<file path="src/rtl/isv_params.svh">
/*
 * Offsets, field positions, reset values and vector types of the
 * service-tracking registers. Included by the design.
 */
`ifndef ISV_PARAMS_SVH
`define ISV_PARAMS_SVH

// ============================================================
// register offsets
`define ISV_OFF_EOS      8'h22
`define ISV_OFF_POLL     8'h24
`define ISV_OFF_PVIEW    8'h26
`define ISV_OFF_SERVICE  8'h2C
`define ISV_OFF_SHARED   8'h30

// ============================================================
// field positions
`define ISV_ANYLVL_BIT   15
`define ISV_PEND_BIT     15
`define ISV_SUSPEND_BIT  15
`define ISV_TMR_SRC      3'h0
`define ISV_RSV_SRC      3'h1

// ============================================================
// reset values
`define ISV_SERVICE_RST  8'h00
`define ISV_TIMER_RST    3'h0
`define ISV_SUSPEND_RST  1'b0
`define ISV_TYPE_RST     5'h00

// ============================================================
// fixed vector types
`define ISV_VT_TIMER     5'h08
`define ISV_VT_BASE      5'h08

`endif

</file>
<file path="src/rtl/isv_pkg.sv">
/*
 * Types shared by the service-tracking design.
 * Assumes isv_params.svh is on the include path.
 */
package isv_pkg;
	typedef logic [4:0]      isv_vtype_type;
	typedef logic [2:0]      isv_level_type;
	typedef logic [7:0][2:0] isv_levels_type;
endpackage

</file>
<file path="src/rtl/isv_service_track.sv">
/*
 * Service tracking of a master-mode interrupt control unit: in-service
 * bits with nesting, acknowledging and passive poll, end-of-service
 * commands, shared timer pending bits and the DMA suspend bit.
 * Assumes request latching, masking and level storage live outside and
 * run on mclk; the peripheral register port is single-cycle strobes.
 */
// What this block does
// set a source's in-service bit on acknowledge, hold until end-of-service
// in-service bits: four external, two DMA, one timer; reset zero
// in-service bits gate nesting of new interrupts
// poll read acknowledges highest pending, updating all as vectoring does
// poll acknowledge runs no acknowledge bus cycle, fetches no vector
// passive poll view returns same content with no side effects
// poll registers: pending flag and five-bit type, reset zero
// end-of-service write clears the named source's in-service bit
// any-level flag clears highest-priority in-service bit only
// flag clear: type field selects which in-service bit to clear
// timers share one in-service bit, cleared by type 8
// suspend bit set during non-maskable processing; resets zero
// software reads and writes the suspend bit; it steers DMA
// three timer pending bits, set on request, cleared on acknowledge
// software avoids writing suspend bit while timer interrupts enabled
// suspend bit has no function in slave mode
// software writes zero to reserved bits
// software runs the routine for the type a poll returns
// acknowledge clears the source's request bit, vectored or polled
// each source has a three-bit level deciding highest priority
// end-of-service naming no set bit changes nothing
`timescale 1ns/10ps
`include "isv_params.svh"

module isv_service_track
	import isv_pkg::*;
(
	input  wire logic           mclk,
	input  wire logic           sys_rst,
	input  wire logic [7:0]     regAddr,
	input  wire logic           regRd,
	input  wire logic           regWr,
	input  wire logic [15:0]    regWrData,
	output logic      [15:0]    regRdData,
	input  wire logic [7:0]     requestBits,
	input  wire logic [7:0]     maskBits,
	input  wire isv_levels_type srcLevel,
	input  wire isv_level_type  priorityMask,
	input  wire logic           vectorAck,
	input  wire logic [2:0]     timerRequest,
	input  wire logic           nmiActive,
	input  wire logic           slaveMode,
	output logic [7:0]          requestClear,
	output logic [7:0]          serviceActive,
	output logic [4:0]          ackType,
	output logic                ackValid,
	output logic                interruptPending,
	output logic                dmaSuspend
);

	// ============================================================
	// helpers
	// returns {found, index} of the best source in v by level
	function automatic logic [3:0] pickBest(input logic [7:0] v, input isv_levels_type lv);
		logic          found;
		logic [2:0]    idx;
		isv_level_type best;
		found = 1'b0;
		idx   = 3'h0;
		best  = 3'h7;
		for (int i = 0; i < 8; i++) begin
			if (v[i] && (!found || lv[i] < best)) begin
				found = 1'b1;
				idx   = 3'(i);
				best  = lv[i];
			end
		end
		return {found, idx};
	endfunction

	function automatic isv_vtype_type srcToType(input logic [2:0] idx);
		return isv_vtype_type'(`ISV_VT_BASE + {2'h0, idx});
	endfunction

	// type 8 and 10..15 name a source; anything else names none
	function automatic logic [7:0] typeToBit(input isv_vtype_type t);
		logic [7:0] b;
		b = 8'h00;
		if (t[4:3] == 2'h1 && t[2:0] != `ISV_RSV_SRC)
			b[t[2:0]] = 1'b1;
		return b;
	endfunction

	// ============================================================
	// state
	logic [7:0]    service_q, service_d;
	logic [2:0]    timer_q, timer_d;
	logic          suspend_q, suspend_d;
	logic          pollPend_q;
	isv_vtype_type pollType_q;
	logic [15:0]   rdData_q, rdData_d;
	logic [7:0]    reqClr_q;
	logic [4:0]    ackType_q;
	logic          ackValid_q;

	// ============================================================
	// arbitration
	wire [3:0]          svcBest   = pickBest(service_q, srcLevel);
	wire isv_level_type svcLevel  = srcLevel[svcBest[2:0]];
	wire [7:0]          inLevel;
	wire [7:0]          eligible;
	wire [3:0]          pendBest;

	genvar g;
	generate
		for (g = 0; g < 8; g++) begin : gElig
			// nesting: only strictly higher than what is in service
			assign inLevel[g] = !svcBest[3] || (srcLevel[g] < svcLevel);
		end
	endgenerate

	// source 1 has no hardware behind it
	assign eligible = requestBits & ~maskBits & inLevel & 8'hFD &
		{8{1'b1}} & ({srcLevel[7] <= priorityMask, srcLevel[6] <= priorityMask,
		srcLevel[5] <= priorityMask, srcLevel[4] <= priorityMask,
		srcLevel[3] <= priorityMask, srcLevel[2] <= priorityMask,
		srcLevel[1] <= priorityMask, srcLevel[0] <= priorityMask});
	assign pendBest = pickBest(eligible, srcLevel);

	// ============================================================
	// register port decode
	wire rdPoll    = regRd && regAddr == `ISV_OFF_POLL;
	wire rdView    = regRd && regAddr == `ISV_OFF_PVIEW;
	wire rdService = regRd && regAddr == `ISV_OFF_SERVICE;
	wire rdShared  = regRd && regAddr == `ISV_OFF_SHARED;
	wire wrEos     = regWr && regAddr == `ISV_OFF_EOS;
	wire wrShared  = regWr && regAddr == `ISV_OFF_SHARED;

	// acknowledge of the latched winner, by vectoring or by poll read
	wire       doAck   = (vectorAck || rdPoll) && pollPend_q;
	wire [7:0] ackBit  = doAck ? typeToBit(pollType_q) : 8'h00;
	wire       ackTmr  = ackBit[`ISV_TMR_SRC];

	wire        anyLevel = regWrData[`ISV_ANYLVL_BIT];
	wire [7:0]  eosBit   = !wrEos ? 8'h00 :
		anyLevel ? (svcBest[3] ? 8'(8'h01 << svcBest[2:0]) : 8'h00) :
		typeToBit(regWrData[4:0]);

	// lowest-numbered timer is retired first on a shared acknowledge
	wire [2:0] tmrClr = !ackTmr ? 3'h0 :
		timer_q[0] ? 3'h1 : timer_q[1] ? 3'h2 : timer_q[2] ? 3'h4 : 3'h0;

	wire [15:0] pollWord = {pollPend_q, 10'h000, pollType_q};

	// ============================================================
	// next state
	always_comb begin
		// clearing an already clear bit is harmless by construction
		service_d = (service_q & ~eosBit) | ackBit;
		timer_d   = (timer_q & ~tmrClr) | timerRequest;
		suspend_d = suspend_q;
		if (wrShared)
			suspend_d = regWrData[`ISV_SUSPEND_BIT];
		if (nmiActive)
			suspend_d = 1'b1;
		rdData_d = 16'h0000;
		if (rdPoll || rdView)
			rdData_d = pollWord;
		else if (rdService)
			rdData_d = {8'h00, service_q};
		else if (rdShared)
			rdData_d = {suspend_q, 12'h000, timer_q};
	end

	// ============================================================
	// flops
	always_ff @(posedge mclk) begin
		if (sys_rst) begin
			service_q  <= `ISV_SERVICE_RST;
			timer_q    <= `ISV_TIMER_RST;
			suspend_q  <= `ISV_SUSPEND_RST;
			pollPend_q <= 1'b0;
			pollType_q <= `ISV_TYPE_RST;
			rdData_q   <= 16'h0000;
			reqClr_q   <= 8'h00;
			ackType_q  <= 5'h00;
			ackValid_q <= 1'b0;
		end else begin
			service_q  <= service_d;
			timer_q    <= timer_d;
			suspend_q  <= suspend_d;
			// poll content is held off while an acknowledge is in flight
			pollPend_q <= doAck ? 1'b0 : pendBest[3];
			pollType_q <= doAck ? `ISV_TYPE_RST :
				(pendBest[3] ? srcToType(pendBest[2:0]) : `ISV_TYPE_RST);
			rdData_q   <= rdData_d;
			reqClr_q   <= ackBit;
			ackType_q  <= doAck ? pollType_q : 5'h00;
			ackValid_q <= doAck && vectorAck;
		end
	end

	// ============================================================
	// outputs
	logic suspendOut_q;
	always_ff @(posedge mclk) begin
		if (sys_rst)
			suspendOut_q <= 1'b0;
		else
			suspendOut_q <= suspend_d && !slaveMode;
	end

	logic [7:0] serviceOut_q;
	logic       pendOut_q;
	always_ff @(posedge mclk) begin
		if (sys_rst) begin
			serviceOut_q <= 8'h00;
			pendOut_q    <= 1'b0;
		end else begin
			serviceOut_q <= service_d;
			// blanks with the poll flag so an acknowledge is never offered twice
			pendOut_q    <= doAck ? 1'b0 : pendBest[3];
		end
	end

	assign regRdData        = rdData_q;
	assign requestClear     = reqClr_q;
	assign serviceActive    = serviceOut_q;
	assign ackType          = ackType_q;
	assign ackValid         = ackValid_q;
	assign interruptPending = pendOut_q;
	assign dmaSuspend       = suspendOut_q;

endmodule
</file>
<file path="config.mk">
export PLATFORM = sky130hd
export DESIGN_NAME = isv_service_track
export DESIGN_NICKNAME = d
export VERILOG_FILES = /design/src/rtl/isv_pkg.sv /design/src/rtl/isv_service_track.sv
export VERILOG_INCLUDE_DIRS = /design/src /design/src/rtl
export SDC_FILE = /design/constraint.sdc
export NUM_CORES = 1
export LEC_CHECK = 0
export ABC_CLOCK_PERIOD_IN_PS = 23900
export BUFFER_PORTS_ARGS = -buffer_cell sky130_fd_sc_hd__buf_2
export CORE_MARGIN = 2
export CORE_UTILIZATION = 55
export CTS_CLUSTER_SIZE = 40
export DETAILED_ROUTE_END_ITERATION = 8
export PLACE_DENSITY = 0.91
export RECOVER_POWER = 25
export SYNTH_ARGS = -nofsm -noshare
export SYNTH_HDL_FRONTEND = slang
export SYNTH_SLANG_ARGS = --single-unit
</file>
<file path="constraint.sdc">
create_clock -name mclk -period 23.9 [get_ports mclk]
set_input_delay 2.39 -clock mclk [delete_from_list [all_inputs] [get_ports mclk]]
set_output_delay 2.39 -clock mclk [all_outputs]
set_load 0.1 [all_outputs]
</file>
======== After elaboration in Yosys (flattened, before gate mapping) ========
Cells that the tools add are included.
word-level totals
  RAM bits ................................ 0
  memories ................................ 0
  bits of input ports ..................... 77
  register bits ........................... 49
  latch bits .............................. 0
  memory bits (read-only) ................. 0
operators by class
  reduce and logical (&&, ||, !) cells .... 72
  divide/modulo/power cells ............... 0
  add/subtract/negate cells ............... 1
  $lt $le $gt $ge ......................... 35
  bitwise logic cells ..................... 12
  muxes and demuxes ....................... 65
  shifts and indexed selects .............. 1
  multiply operators ...................... 0
  equal/unequal tests ..................... 9
operator list
  kind                                                 count
  2-to-1 mux 3 bit                                     30
  < comparator 3 bit                                   22
  2-to-1 mux 16 bit                                    3
  2-to-1 mux 8 bit                                     6
  == test 8 x 6 -> 1 bit, second input constant        5
  AND 8 bit                                            4
  logical AND 1 bit                                    27
  less-or-equal comparator 3 bit                       8
  logical OR 1 bit                                     24
  2-to-1 mux 1 bit                                     22
  zero test 1 bit                                      16
  inverter 8 bit                                       2
  < comparator 3 x 4 -> 1 bit, second input constant   3
  binary-select mux 3 bit (select 3 bit)               1
  bitwise OR 8 bit                                     1
  left shift 1 x 3 -> 8 bit, first input constant      1
  demux 1 bit (select 3 bit)                           2
  >= comparator 3 x 1 -> 1 bit, second input constant  2
  != test 3 x 1 -> 1 bit, second input constant        2
  OR reduction 2 bit                                   3
  OR reduction 3 bit                                   2
  adder 4 x 3 -> 5 bit, first input constant           1
  == test 2 x 1 -> 1 bit, second input constant        2
  AND 3 bit                                            1
  4 further kinds                                      5

======== Logic depth before layout (Yosys ltp) ========
  word-level depth ........................ 66
  depth in mapped cells ................... 111
  gate-level depth less buffers ........... 108

======== Worst setup path after synthesis ========
OpenSTA, ideal clock, no wires.
  kind .................................... input port to flip-flop
  start point ............................. input srcLevel[2] (netlist name)
  end point ............................... register pollType_q[0]
  arrival ................................. 20.926 ns
  slack ................................... 2.878 ns
  cell stages on the path ................. 103
  data required time ...................... 23.805 ns
  path through ............................ nor2_1 > ha_1 > nand2_1 > o21ai_2 > o211ai_1 > o21ai_0 > inv_1 > ha_1 > nand2b_1 > a211o_1 > nor2_1 > o21ai_1 > nand2_1 > nand2_1 > o21ai_0 > inv_1 > ha_1 > o211a_1 > (+67 left out) > inv_1 > ha_1 > o211ai_1 > nor3b_1 > a32o_1 > o21bai_1 > a31o_2 > mux2i_1 > ha_1 > a211oi_1 > nor2b_1 > a311oi_4 > mux2_1 > ha_1 > a2111o_1 > or2_2 > or3_1 > o311ai_1
between the ends
  cells in the longest elaborated chain, start to end .. 66
  elaborated cells on any way between the ends .. 121
  classes of those cells .................. add/sub (1); order compare (22); mux (45); bitwise (3); reduce/logical (50)
ends and longest elaborated chain
  element                                                      RTL line                  RTL
  start, declared                                              isv_service_track.sv:45   input wire isv_levels_type srcLevel,
  branches (longest 66 deep; another with < comparator 3 bit)  --
  end signal, assigned                                         isv_service_track.sv:181  pollType_q <= `ISV_TYPE_RST;
  end signal, assigned                                         isv_service_track.sv:192  pollType_q <= doAck ? `ISV_TYPE_RST :
  end, declared                                                isv_service_track.sv:98   isv_vtype_type pollType_q;
Parallel ways; which one is timed is not known. The select of a mux whose other input is x is not followed.
A chain may end at the register's enable or synchronous reset.

======== Worst setup path in the final report ========
Ends and elaborated chain as after synthesis.

==> results.json <==
{
  "clockPowerShare": 0.258,
  "detail_route.iter0.violations": 617,
  "post_synthesis_average_cell_area_sq_um": 7.66,
  "run_status": "finished clean",
  "max-vdd-ir-drop_mv": 0.0227,
  "number_of_flops_mapped_to_enable_cells_by_yosys": 0,
  "max-cap-violations": 0,
  "overflow": 0,
  "first_pass_iters": 6,
  "p_comb_frac": 0.407,
  "worst_path_max_delay_cell": "sky130_fd_sc_hd__o311ai_0",
  "fp.coreArea_sq_um": 8180,
  "critical-path-max-stage-delay_ns": 0.82,
  "clock_latency_ns": 0.30,
  "p_sw_frac": 0.394,
  "fin_nets": 820,
  "path_max_fanout": 10,
  "hold_violations": 0,
  "area_delta_synth_final_pct": 15.1,
  "wl_um": 15000,
  "average_via_count_per_standard_cell": 6.68,
  "critPathLaunchType": "input port",
  "setup_viol": 0,
  "die_h_um": 95.6,
  "clk_path_buf_depth": 2,
  "max_freq_ghz": 0.0444,
  "design.portCount": 117,
  "vias_in_the_first_global_route": 4956,
  "synth_seq_area_share": 0.173,
  "routed-wl-met2_um": 7000,
  "routed-via-count": 5372,
  "area.sequential_sq_um": 801,
  "tritoncts_clock_tree": "yes",
  "worst-r2r-cell-count": 100,
  "worst-endpoint-required_ns": 24.11,
  "route.top_layer_used": "met4",
  "power.static_leakage_nw": 2.29,
  "synthesis.area_sq_um": 4620,
  "finalCritPeriodShare": 0.943,
  "antenna_found_initial": 0,
  "grt_pass1_wl_um": 23600,
  "critPathArrivalTime_ns": 22.76,
  "async_flop_share": 0,
  "residual_antenna_violating_net_count_after_detailed_routing": 0,
  "cts_h_tree_lvls": 2,
  "slew-limit-headroom": 0.203,
  "floorplan.die_area_sq_um": 9140,
  "slew_violations": 0,
  "drive_above_1_share": 0.197,
  "track_usage": 0.324,
  "wl_met1_um": 6050,
  "fillers": 717,
  "gp_congestion": 0.973,
  "yosys_register_bits": 40,
  "pin_count_of_the_biggest_net_entering_global_routing": 15,
  "crit_top_cell": "sky130_fd_sc_hd__ha_1",
  "synth_top_cells_by_count": "52 x sky130_fd_sc_hd__nand2_1, 49 x sky130_fd_sc_hd__nor2_1, 45 x sky130_fd_sc_hd__ha_1, 40 x sky130_fd_sc_hd__dfxtp_1, 38 x sky130_fd_sc_hd__o21ai_0",
  "power_density_nw_per_um2": 40.4,
  "remaining_drc_errors": 0,
  "synth_area_leaders": "sky130_fd_sc_hd__dfxtp_1 17%, sky130_fd_sc_hd__ha_1 12%, sky130_fd_sc_hd__nand2_1 4.2%",
  "dieWidth_um": 95.6,
  "wire_per_inst_um": 18.6,
  "worst_r2r_startpoint": "serviceActive[0]$_SDFF_PP0_",
  "ys.flop_type": "sky130_fd_sc_hd__dfxtp_1",
  "yosysTopAreaCell": "sky130_fd_sc_hd__dfxtp_1",
  "cts_made_buffers": 5,
  "synthesis.yosys.warnings": 0,
  "worst_slew_pin_slew_ns": 1.18,
  "cts_root_buffer": "sky130_fd_sc_hd__clkbuf_8",
  "critPathCaptureType": "flip-flop",
  "switching_power_mw": 0.0847,
  "finish.instance_area_sq_um": 5320,
  "syn_inst": 603,
  "holdPathEnd": "timer_q[2]$_SDFF_PP0_",
  "dp_hpwl_um": 11800,
  "fin_hold_ws_ns": 0.515,
  "worst_hold_startpoint": "timer_q[2]$_SDFF_PP0_",
  "synth_most_common_cell": "sky130_fd_sc_hd__nand2_1",
  "multi_input_comb_area_sq_um": 3650,
  "detailed_place.area_sq_um": 5160,
  "p_seq_frac": 0.335,
  "diodes": 0,
  "cts.clk_slew.worst_paths_ns": 0.08,
  "synth.top_cell.area_share": 0.173,
  "post_synth_num_cell_types": 84,
  "floorplan.initialDensity": 0.565,
  "tritoncts_num_sinks": 40,
  "portBuffers": 96,
  "tns_ns": 0,
  "final_core_density": 0.650,
  "crit-reg2reg-capture": "pollType_q[0]$_SDFF_PP0_",
  "met3_wirelength_um": 1540,
  "fin_worst_skew_ns": 0.00714,
  "finalCriticalPeriod_ns": 22.55,
  "hold-path-cell-count": 2,
  "postCtsHoldBufs": 0,
  "reg2reg_slack_ns": 2.90,
  "p_int_mw": 0.130,
  "hold_path.class": "reg2reg",
  "critical_path_class": "in2reg",
  "placement_rows": 33
}
[how the worst max path moves through the flow]
stage | from | depth (start not counted) | slack [ns] | end
global placement | srcLevel[2] | 101 | 1.05 | pollType_q[0]$_SDFF_PP0_
floorplan | srcLevel[2] | 103 | 2.88 | pollType_q[0]$_SDFF_PP0_
CTS | srcLevel[2] | 101 | 0.75 | pollType_q[0]$_SDFF_PP0_
global route | srcLevel[2] | 100 | -0.01 | pollType_q[0]$_SDFF_PP0_
finish | srcLevel[2] | 99 | 1.35 | pollType_q[0]$_SDFF_PP0_
detailed placement | srcLevel[2] | 101 | 0.51 | pollType_q[0]$_SDFF_PP0_
[timing repair]
| action | CTS | global route |
|---|---|---|
| resized for setup | 0 | 16 |
| buffers inserted | 0 | 1 |
| setup endpoints to repair | 0 | 3 |
[placed cells by master (no fill, tap or decap), drive strengths merged, types with 8 or more instances in the layout]
master,instances
and3,8
nand2,52
o21a,14
nor2,50
buf,83
o22ai,9
conb,9
o211ai,9
inv,34
a31oi,10
and2,15
a21o,8
nand2b,13
nand3,19
dfxtp,40
o21ai,48
a21oi,33
nor3,18
or3,10
a31o,9
ha,45
nor2b,11
clkbuf,22
[logic make-up after synthesis]
kind of cell / Yosys count / synth area share
other cells: 1 / 0.000812
simple gates: 223 / 0.250
fa+ha+maj: 48 / 0.128
buf+inv: 56 / 0.0553
flops: 40 / 0.173
mux: 9 / 0.0211
compound gates: 226 / 0.371
[worst max-delay path: cells and delay by family]
kind | cells | cell delay [ns]
buffers and inverters | 9 | 0.75
adder cells (fa/ha/maj) | 14 | 4.07
multiplexers | 4 | 1.11
AO/OA/AOI/OAI | 45 | 9.69
AND/OR/NAND/NOR | 27 | 4.72
[flip-flops by register name, summed over array words and instances, names as in the netlist]
signal and cells:
regRdData 9, requestClear 8, serviceActive 8, ackType 4, pollType_q 4, timer_q 3
ackValid 1, dmaSuspend 1, interruptPending 1, suspend_q 1
[power groups by stage]
stage / combinational [mW] / sequential (mW) / clock [mW]
after floorplan: 0.0565 / 0.0784 / 0
after global placement: 0.0802 / 0.0729 / 0
after detailed placement: 0.0841 / 0.0731 / 0
after CTS: 0.0846 / 0.0716 / 0.0554
after global routing: 0.0954 / 0.0720 / 0.0584
final: 0.0874 / 0.0719 / 0.0554
[cell type report]
type,instances,area share
Clock inverter,3,0.00800
Inverter,36,0.0254
Timing Repair Buffer,100,0.0920
Tap cell,105,0.0247
Multi-Input combinational cell,515,0.686
Clock buffer,5,0.0129
Sequential cell,40,0.151
[stage by stage]
stage | worst slack, ns | instances | total power, mW
after global placement | 1.05 | 795 | 0.153
final | 1.35 | 804 | 0.215
after detailed placement | 0.511 | 795 | 0.157
after floorplan | 2.88 | 611 | 0.135
after CTS | 0.753 | 803 | 0.212
after global routing | -0.0130 | 804 | 0.226
[routing by layer]
layer	track usage	vias up
li1	-	2504
met1	0.433	2471
met2	0.538	355
met3	0.0466	42
met4	0.0976	0
met5	0	-
Note: power is estimated with default switching activity, not from simulation.
